**src/dbsp_defines.vh**
```
// Purpose: Shared constants for the DDR burst-of-four SRAM port controller
// Assumes: Controller clock of 10 MHz drives a device clock eight times slower
// Notes:   Timing counts derive from the periods below; change only the periods
`ifndef DBSP_DEFINES_VH
`define DBSP_DEFINES_VH

`define DBSP_CLK_PERIOD_NS   100
`define DBSP_K_PERIOD_NS     800
`define DBSP_K_PHASES        (`DBSP_K_PERIOD_NS / `DBSP_CLK_PERIOD_NS)

`define DBSP_ADDR_W          21
`define DBSP_WORD_W          36
`define DBSP_LANES           4
`define DBSP_BURST           4
`define DBSP_BURST_W         (`DBSP_WORD_W * `DBSP_BURST)
`define DBSP_MASK_W          (`DBSP_LANES * `DBSP_BURST)

// Device clock cycles that must pass after an accepted load before the next one
`define DBSP_BURST_GAP       3'h1
// Idle cycles placed between a read burst and a following write
`define DBSP_RD_WR_IDLE      3'h2
`define DBSP_GAP_SAT         3'h7

// Read latency in device half cycles, with the device PLL on or off
`define DBSP_LAT_HALVES_PLL  3'h3
`define DBSP_LAT_HALVES_DLL  3'h2

// Reset values of the pin outputs
`define DBSP_RST_LOAD_N      1'b1
`define DBSP_RST_MASK_N      4'hf
`define DBSP_RST_PLL_OFF_N   1'b1

`endif

```
**src/dbsp_sync.v**
```verilog
// Purpose: Two-stage synchroniser for a bus of pin inputs
// Assumes: Each bit is sampled independently; multi-bit words must be stable
// Notes:   The first stage feeds only the second stage
`default_nettype none

module dbsp_sync #(
	parameter W = 1
) (
	input  wire         i_clk,   // Controller clock
	input  wire         i_nrst,  // Asynchronous reset, active low
	input  wire [W-1:0] i_async, // Pin level from outside the clock domain
	output reg  [W-1:0] o_sync   // Level after two flip-flops
);

	reg [W-1:0] meta_q;

	always @(posedge i_clk or negedge i_nrst) begin
		if (!i_nrst) begin
			meta_q <= {W{1'b0}};
			o_sync <= {W{1'b0}};
		end else begin
			meta_q <= i_async;
			o_sync <= meta_q;
		end
	end

endmodule // dbsp_sync

`default_nettype wire

```
**src/dbsp_ctrl.v**
```verilog
// Purpose: Memory-controller end of a DDR SRAM port with four-word bursts
// Assumes: Device runs in single-clock mode; its clock pair is made here from i_clk
// Notes:   One request per two device cycles; words of a burst travel in burst order
`include "dbsp_defines.vh"
`default_nettype none

module dbsp_ctrl (
	input  wire                      i_clk,              // Controller clock, 10 MHz
	input  wire                      i_nrst,             // Asynchronous reset, active low
	input  wire                      i_pll_on,           // Request device PLL on, static
	input  wire                      i_req_valid,        // Access request present
	input  wire                      i_req_write,        // 1 write, 0 read
	input  wire [`DBSP_ADDR_W-1:0]   i_req_addr,         // Start word address
	input  wire [`DBSP_BURST_W-1:0]  i_wr_data,          // Four write words, word 0 low
	input  wire [`DBSP_MASK_W-1:0]   i_wr_be,            // Byte enables, four per word
	input  wire [`DBSP_WORD_W-1:0]   i_dq,               // Data pins, read direction
	output wire                      o_req_ready,        // Request can be taken this cycle
	output reg                       o_rd_valid,         // Read burst complete, pulse
	output reg  [`DBSP_BURST_W-1:0]  o_rd_data,          // Read burst, word 0 low
	output reg                       o_k,                // Positive input clock
	output wire                      o_k_n,              // Negative input clock
	output wire                      o_c,                // Output clock, strapped high
	output wire                      o_c_n,              // Negative output clock, high
	output reg                       o_load_strobe_n,    // Load strobe, active low
	output reg                       o_access_read,      // Access type, high read
	output reg  [`DBSP_ADDR_W-1:0]   o_addr,             // Address pins
	output reg  [`DBSP_WORD_W-1:0]   o_dq,               // Data pins, write direction
	output reg                       o_dq_oe,            // High while driving data pins
	output reg  [`DBSP_LANES-1:0]    o_byte_lane_mask_n, // Byte-lane masks, active low
	output reg                       o_pll_off_n         // PLL strap, low turns PLL off
);

	// Phase arithmetic is done in integers, then cut to the counter's width
	localparam integer PH_LAST_I = `DBSP_K_PHASES - 1;
	localparam integer PH_HALF_I = `DBSP_K_PHASES / 2;
	localparam integer PH_ACC_I  = `DBSP_K_PHASES - 3;
	localparam [2:0]   PH_LAST   = PH_LAST_I[2:0];
	localparam [2:0]   PH_HALF   = PH_HALF_I[2:0];
	localparam [2:0]   PH_ACC    = PH_ACC_I[2:0];
	localparam [2:0] PH_MID  = PH_ACC - PH_HALF;
	localparam       SLOTS   = `DBSP_BURST + 1;

	reg  [2:0]              phase_q;
	reg  [2:0]              gap_q;
	reg                     last_rd_q;
	reg  [7:0]              rd_sched_q;
	reg  [1:0]              rd_idx_q;
	reg  [`DBSP_WORD_W-1:0] wq_dat [0:SLOTS-1];
	reg  [`DBSP_LANES-1:0]  wq_msk [0:SLOTS-1];
	reg  [SLOTS-1:0]        wq_v;
	wire [`DBSP_WORD_W-1:0] dq_sync;
	wire                    acc_slot;
	wire                    mid_slot;
	wire                    cap_slot;
	wire                    accept;
	wire                    rd_wr_hold;
	wire [2:0]              lat;
	integer                 i;

	dbsp_sync #(
		.W(`DBSP_WORD_W)
	) u_dq_sync (
		.i_clk   (i_clk),
		.i_nrst  (i_nrst),
		.i_async (i_dq),
		.o_sync  (dq_sync)
	);

	// Controls change two controller cycles before the positive clock rise,
	// giving setup and hold margins of two and six cycles around it
	assign acc_slot = (phase_q == PH_ACC);
	assign mid_slot = (phase_q == PH_ACC) || (phase_q == PH_MID);
	// Sampling synchronised data here reads the pins mid-word
	assign cap_slot = (phase_q == PH_LAST) || (phase_q == PH_HALF - 3'h1);

	assign rd_wr_hold  = last_rd_q && i_req_write &&
		(gap_q < `DBSP_BURST_GAP + `DBSP_RD_WR_IDLE);
	assign o_req_ready = acc_slot && (gap_q >= `DBSP_BURST_GAP) &&
		!rd_wr_hold;
	assign accept      = i_req_valid && o_req_ready;

	assign lat   = o_pll_off_n ? `DBSP_LAT_HALVES_PLL : `DBSP_LAT_HALVES_DLL;
	assign o_k_n = ~o_k;
	// Both output clocks held high select single-clock mode; never released
	assign o_c   = 1'b1;
	assign o_c_n = 1'b1;

	// Device clock pair and the phase within one device cycle
	always @(posedge i_clk or negedge i_nrst) begin
		if (!i_nrst) begin
			phase_q     <= 3'h0;
			o_k         <= 1'b0;
			o_pll_off_n <= `DBSP_RST_PLL_OFF_N;
		end else begin
			phase_q     <= (phase_q == PH_LAST) ? 3'h0 : phase_q + 3'h1;
			o_pll_off_n <= i_pll_on;
			if (phase_q == PH_LAST)
				o_k <= 1'b1;
			else if (phase_q == PH_HALF - 3'h1)
				o_k <= 1'b0;
		end
	end

	// Address and control pins, and occupancy of the last accepted burst
	always @(posedge i_clk or negedge i_nrst) begin
		if (!i_nrst) begin
			o_load_strobe_n <= `DBSP_RST_LOAD_N;
			o_access_read   <= 1'b0;
			o_addr          <= {`DBSP_ADDR_W{1'b0}};
			gap_q           <= `DBSP_GAP_SAT;
			last_rd_q       <= 1'b0;
		end else if (acc_slot) begin
			if (accept) begin
				o_load_strobe_n <= 1'b0;
				o_access_read   <= ~i_req_write;
				o_addr          <= i_req_addr;
				gap_q           <= 3'h0;
				last_rd_q       <= ~i_req_write;
			end else begin
				// Strobe high makes the cycle idle; access type is left as is
				o_load_strobe_n <= 1'b1;
				if (gap_q != `DBSP_GAP_SAT)
					gap_q <= gap_q + 3'h1;
			end
		end
	end

	// Write words queue one slot per half cycle; slot 1 goes out at the second
	// mid-point after the load so word 0 is centred on the second positive rise after the load
	always @(posedge i_clk or negedge i_nrst) begin
		if (!i_nrst) begin
			o_dq               <= {`DBSP_WORD_W{1'b0}};
			o_dq_oe            <= 1'b0;
			o_byte_lane_mask_n <= `DBSP_RST_MASK_N;
			wq_v               <= {SLOTS{1'b0}};
			for (i = 0; i < SLOTS; i = i + 1) begin
				wq_dat[i] <= {`DBSP_WORD_W{1'b0}};
				wq_msk[i] <= `DBSP_RST_MASK_N;
			end
		end else if (mid_slot) begin
			o_dq               <= wq_dat[0];
			o_dq_oe            <= wq_v[0];
			o_byte_lane_mask_n <= wq_msk[0];
			for (i = 0; i < SLOTS - 1; i = i + 1) begin
				wq_dat[i] <= wq_dat[i+1];
				wq_msk[i] <= wq_msk[i+1];
				wq_v[i]   <= wq_v[i+1];
			end
			wq_dat[SLOTS-1] <= {`DBSP_WORD_W{1'b0}};
			wq_msk[SLOTS-1] <= `DBSP_RST_MASK_N;
			wq_v[SLOTS-1]   <= 1'b0;
			if (accept && i_req_write) begin
				for (i = 0; i < `DBSP_BURST; i = i + 1) begin
					wq_dat[i+1] <= i_wr_data[i*`DBSP_WORD_W +: `DBSP_WORD_W];
					wq_msk[i+1] <= ~i_wr_be[i*`DBSP_LANES +: `DBSP_LANES];
					wq_v[i+1]   <= 1'b1;
				end
			end
		end
	end

	// Read capture: a bit per future half cycle marks an expected word, so a
	// following read can be scheduled while the previous one still drains
	always @(posedge i_clk or negedge i_nrst) begin
		if (!i_nrst) begin
			rd_sched_q <= 8'h00;
			rd_idx_q   <= 2'h0;
			o_rd_data  <= {`DBSP_BURST_W{1'b0}};
			o_rd_valid <= 1'b0;
		end else begin
			o_rd_valid <= 1'b0;
			if (accept && !i_req_write)
				rd_sched_q <= rd_sched_q | (8'h0f << (lat + 3'h1));
			else if (cap_slot) begin
				rd_sched_q <= {1'b0, rd_sched_q[7:1]};
				if (rd_sched_q[0]) begin
					o_rd_data[rd_idx_q*`DBSP_WORD_W +: `DBSP_WORD_W] <= dq_sync;
					rd_idx_q <= rd_idx_q + 2'h1;
					if (rd_idx_q == 2'h3)
						o_rd_valid <= 1'b1;
				end
			end
		end
	end

endmodule // dbsp_ctrl

`default_nettype wire

```
**config.mk**
```make
export PLATFORM = sky130hd
export DESIGN_NAME = dbsp_ctrl
export DESIGN_NICKNAME = d
export VERILOG_FILES = /design/src/dbsp_sync.v /design/src/dbsp_ctrl.v
export VERILOG_INCLUDE_DIRS = /design/src
export SDC_FILE = /design/constraint.sdc
export NUM_CORES = 1
export LEC_CHECK = 0
export ABC_CLOCK_PERIOD_IN_PS = 3220
export BUFFER_PORTS_ARGS = -buffer_cell sky130_fd_sc_hd__buf_2
export CORE_MARGIN = 2
export CORE_UTILIZATION = 50
export DETAILED_ROUTE_END_ITERATION = 7
export GPL_ROUTABILITY_DRIVEN = 0
export PLACE_DENSITY = 0.73
export SYNTH_ARGS = -nofsm -noshare
export SYNTH_HDL_FRONTEND = slang
export SYNTH_HIERARCHICAL = 1
export SYNTH_SLANG_ARGS = --single-unit
```
**constraint.sdc**
```tcl
create_clock -name i_clk -period 3.22 [get_ports i_clk]
set_input_delay 0.483 -clock i_clk [delete_from_list [all_inputs] [get_ports i_clk]]
set_output_delay 0.483 -clock i_clk [all_outputs]
set_load 0.03 [all_outputs]
```
* After elaboration in Yosys (flattened, before gate mapping)
Index checks and enable logic that the tools add are counted.
** Cells by class
- Shift-type cells :: 3
- Add/subtract/negate cells :: 5
- $lt $le $gt $ge :: 2
- Multiply operators :: 1
- Muxes and demuxes :: 17
- Bitwise logic cells :: 8
- Reduce and logical (&&, ||, !) cells :: 17
- Equal/unequal tests :: 6
** Operators by type and width (number)
- 144-bit bitwise mux :: 1
- 144-bit two-way mux :: 1
- 36-bit by 34-bit variable shift with 144-bit output (first input constant) :: 1
- 36-bit by 34-bit variable part select with 144-bit output :: 1
- 8-bit negator with 34-bit output :: 1
- 16-bit two-way mux :: 1
- 8-bit two-way mux :: 2
- 4-bit NOT :: 4
- 3-bit two-way mux :: 3
- 1-bit two-way mux :: 8
- 8-bit OR :: 1
- 4-bit by 3-bit << shifter with 8-bit output (first input constant) :: 1
- 1-bit logical AND :: 7
- 3-bit by 1-bit adder with 3-bit output (second input constant) :: 2
- 3-bit equality test (second input constant) :: 2
- 2-bit by 4-bit multiplier with 6-bit output (second input constant) :: 1
- 2-bit nonzero test :: 3
- 4-bit two-way mux :: 1
- 2-bit AND reduction :: 2
- 2-bit by 1-bit adder with 3-bit output (second input constant) :: 1
- 3-bit by 1-bit equality test with 1-bit output (second input constant) :: 1
- 3-bit by 2-bit equality test with 1-bit output (second input constant) :: 1
- 3-bit by 1-bit >= comparator with 1-bit output (second input constant) :: 1
- 3-bit by 2-bit < comparator with 1-bit output (second input constant) :: 1
- other kinds (7) :: 11
** Storage, ports and cells
- Logic and storage cells :: 86
- Output and inout port bits :: 215
- Input bits :: 222
- Register bits :: 504

* Longest topological paths before layout
- Depth after elaboration :: 8
- Mapped depth :: 12
- Depth with buffers taken out :: 6

* Cells and area by module
The synthesis kept the hierarchy.
** Modules (own cells, without submodules)
- dbsp_ctrl :: cells each 2059, sequential area each 10846.7 µm², area an instance 20324.5 µm², times used 1
- dbsp_sync :: cells each 72, sequential area each 1801.7 µm², area an instance 1801.7 µm², times used 1

* Least setup slack after synthesis
Ideal clock, no wire load.
- Path kind :: register -> register
- From :: register rd_idx_q[0]
- To :: register o_rd_data[6]
- Clock period less this slack :: 2.743 ns
- Library setup time :: 0.083 ns
- Data arrival time :: 2.660 ns
- Path slack :: 0.477 ns
- Stages on the path, launching flop included :: 12
- Path buffers :: 5
- Data required time :: 3.137 ns
- Cells stage by stage :: dfrtp_1 -> buf_2 -> buf_4 -> inv_1 -> clkbuf_1 -> ha_1 -> or4b_2 -> clkbuf_1 -> buf_2 -> o22ai_1 -> a31oi_1 -> o21ai_0
** Between the ends
- Cells in the longest elaborated chain, start to end :: 4
- Elaborated cells between the ends (all ways) :: 5
- Those cells by class :: 1 x add/sub; 1 x mul; 2 x shift; 1 x mux
** Ends and longest elaborated chain
- start, declared :: RTL line dbsp_ctrl.v:47 : reg [1:0] rd_idx_q;
- start signal, assigned :: RTL line dbsp_ctrl.v:178 : rd_idx_q <= rd_idx_q + 2'h1;
- 2-bit by 4-bit multiplier with 6-bit output (no line) (*)
- 8-bit negator with 34-bit output (*) :: RTL line dbsp_ctrl.v:177 : o_rd_data[rd_idx_q*`DBSP_WORD_W +: `DBSP_WORD_W] <= dq_sync;
- 36-bit by 34-bit variable part select with 144-bit output / 36-bit by 34-bit variable shift with 144-bit output (equally long branches) :: RTL line dbsp_ctrl.v:177
- 144-bit bitwise mux (*) :: RTL line dbsp_ctrl.v:177
- end signal, assigned :: RTL line dbsp_ctrl.v:168 : o_rd_data <= {`DBSP_BURST_W{1'b0}};
- end signal, assigned by index :: RTL line dbsp_ctrl.v:177
- end, declared :: RTL line dbsp_ctrl.v:19 : output reg [`DBSP_BURST_W-1:0] o_rd_data,
Mark *: on every way between the ends. The rest lies on a longest branch, timed or not.
A chain may end at the register's enable or synchronous reset.

* Final worst setup path
- From :: register gap_q[0]
- To :: output o_req_ready
** Between the ends
- Cells in the longest elaborated chain, start to end :: 4
- Elaborated cells between the ends (all ways) :: 6
- Those cells by class :: 2 x order compare; 4 x reduce/logical
** Ends and longest elaborated chain
- start, declared :: RTL line dbsp_ctrl.v:44 : reg [2:0] gap_q;
- start signal, assigned :: RTL line dbsp_ctrl.v:110 : gap_q <= `DBSP_GAP_SAT;
- start signal, assigned :: RTL line dbsp_ctrl.v:123 : gap_q <= gap_q + 3'h1;
- 3-bit by 2-bit < comparator with 1-bit output (no line)
- 1-bit logical AND :: RTL line dbsp_ctrl.v:76 : assign rd_wr_hold = last_rd_q && i_req_write &&
- 1-bit logical NOT :: RTL line dbsp_ctrl.v:79 : !rd_wr_hold;
- 1-bit logical AND (*) :: RTL line dbsp_ctrl.v:78 : assign o_req_ready = acc_slot && (gap_q >= `DBSP_BURST_GAP) &&
- end, declared :: RTL line dbsp_ctrl.v:17 : output wire o_req_ready,
Marks and branches as above.

==> out/metrics.cfg <==
[routing]
drc=0
detail-route-antenna-nets=0
drt_wl_total_um=64600
viasPerCell=5.69
drt_pass1_iterations=6
routedWlPerCell_um=20.2
vias=18152
drt_iter0_drc=1958

[power]
fin_total_pwr_w=0.0233
p_leak_nw=13.6
powerDensity_mw_per_mm2=857
peakVddDrop_uv=522

[floorplanning]
die_h_um=214
die-area_mm2=0.0460
num_rows=77
dieWidth_um=214
ioPinCount=437
core_mm2=0.0439
start_util=0.504

[layout]
nFillCells=3592
utilization=0.619
fin_nets=2788
syn_to_final_growth_pct=22.9
final_common_cell=dfrtp_1
stdcell_count=3192
final_cell_mix=dfrtp_1, buf_2, o21ai_0
drive_above_1_share=0.290

[critical_path]
path_cells=ha_1 -> nor4_4 -> buf_4 -> a311oi_1 -> buf_2
endpoint_kind=output pin
critPathBufInv=2
critPathRequiredTime_ns=2.74
r2r_start=rd_idx_q[0]
crit_fanout=8
critPathLaunchType=register
cp_slowest_stage_delay_ns=0.63
worstPathArrival_ns=2.38
startpoint=gap_q[0]
critPathSlowestCell=dfstp_2
crit_type=reg2out
crit_family=flip-flops

[logic_synthesis]
synth_top_area_frac=0.537
synth_top_area_cell=dfrtp_1
ys_types=59
ys_seq_elements=504
postSynthCellCount=2131
syn_area_per_cell_um2=10.4
synth_async_sr_flop_share=1.00
syn_area_mm2=0.0221
synth_area_leaders=dfrtp_1, mux2_2, o21ai_0
synth_seq_area_share=0.572
synth_top_flop_cell=dfrtp_1
ys_warn_count=6
synth_edf_count=0

[outcome]
status=finished, final reports clean

[place]
port_buffers=434
dp.cells=3050
dp_hpwl_um=45200
pre_cts_ws_ns=0.516

[clocking]
clk_latency_ns=0.62
clock-root-buffer=clkbuf_16
clk_pin_slew_ns=0.06
clock-sinks=504
cts_made_buffers=51
tritoncts=yes
cts-htree-levels=2
cts_buffer_depth=3
postCtsResizedCells=0

[timing]
hold_viol_final=0
finalCritPeriodShare=0.889
finClkSkew_ns=0.0234
fmaxAchievable_ghz=0.349
maxSlewHeadroom=0.257
tightestPinTransition_ns=1.11
slew_violations=0
setup_violations=0
rsz0062_at_grt=false
fin_crit_ns=2.86
setup_ws_ns=0.358
setup_tns_ns=0

[global_routing]
grt_pass1_vias=17491
track_usage=0.276
grt_pass1_wl_um=100000
grt_start_max_net_pins=136
antenna_found_initial=8
overflow=0

[worst_hold_path]
min_from=i_dq[3]
hold_path.class=in2reg

[flow_run]
maxCapViolCount=0

==> registers in the layout, indices dropped and copies added, names as in the netlist, 3 cells and up, named ones only <==
register / cells
o_byte_lane_mask_n: 4
o_addr: 21
wq_msk: 20
o_rd_data: 144
u_dq_sync/meta_q: 36
u_dq_sync/o_sync: 36
wq_v: 5
phase_q: 3
gap_q: 3
wq_dat: 180
o_dq: 36
rd_sched_q: 5
==> what timing repair did <==
action                                  CTS  global route
buffers inserted                          0             0
hold buffers                             39             2
hold endpoints to repair                 98             2
endpoints found under the setup margin    0             0
==> cells by family (layout without fill, tap and decap cells) <==
| family | Yosys count | after routing | synth area share |
|---|---|---|---|
| buf+inv | 327 | 788 | 0.0597 |
| compound gates | 659 | 659 | 0.185 |
| simple gates | 461 | 461 | 0.0916 |
| mux | 164 | 164 | 0.0838 |
| other cells | 1 | 9 | 0.000169 |
| xor+xnor | 1 | 1 | 0.000396 |
| flops | 504 | 504 | 0.572 |
| fa+ha+maj | 14 | 14 | 0.00792 |
==> synthesized netlist by cell type (14+ instances only) <==
master and count:
nand3_1 16, a21oi_1 129, o21ai_0 219, mux2_2 110, o22ai_1 82, nand2_1 183
o21ai_1 26, buf_2 36, nand2b_1 19, dfrtp_1 475, clkbuf_1 127, mux2_4 15
ha_1 14, o31a_1 108, inv_1 155, mux2i_1 39, dfstp_2 29, nor2_1 180
a22o_1 17, a31oi_1 28, o31ai_1 15
==> metal layers <==
| metal | vias up | GRT usage | routed length [um] |
|---|---|---|---|
| met2 | 885 | 0.426 | 29800 |
| met1 | 8833 | 0.380 | 26900 |
| met5 | - | 0 | 24 |
| met4 | 4 | 0.118 | 2590 |
| met3 | 177 | 0.0603 | 5340 |
| li1 | 8253 | - | - |
==> per-stage QoR <==
stage | cell area (um^2) | hold slack, ns
2_1_floorplan | 22100 | 0.187
3_3_place_gp | 25000 | 0.333
3_5_place_dp | 25000 | 0.336
4_1_cts | 27100 | 0.000254
5_1_grt | 27200 | 0.00395
6_report | 27200 | 0.0536
==> layout make-up <==
type                       instances  area, um^2  share of cell area
antenna                            7        17.5            0.000644
clock buffer                      70        1450              0.0533
clock inverter                    24         289              0.0106
inverter                         155         582              0.0214
multi-input combinational       1301        8210               0.302
sequential                       504       12600               0.465
tap                              592         741              0.0272
timing repair buffer             539        3250               0.119
==> worst paths after layout <==
path / end / slack (ns) / cells after the start
setup / recovery: o_req_ready / 0.36 / 5
hold / removal: u_dq_sync/meta_q[3] / 0.05 / 1
setup reg to reg: o_rd_data[25] / 0.36 / 6
hold reg to reg: u_dq_sync/o_sync[18] / 0.34 / 0
max in group asynchronous: wq_dat[26] / 1.83 / 3
min in group asynchronous: o_rd_data[133] / 0.46 / 2
==> power breakdown <==
group          internal (W)  switching [W]
Combinational       0.00268        0.00566
Clock               0.00357        0.00255
Sequential          0.00786       0.000982
Total                0.0141        0.00919
(Power assumes the default switching activity.)
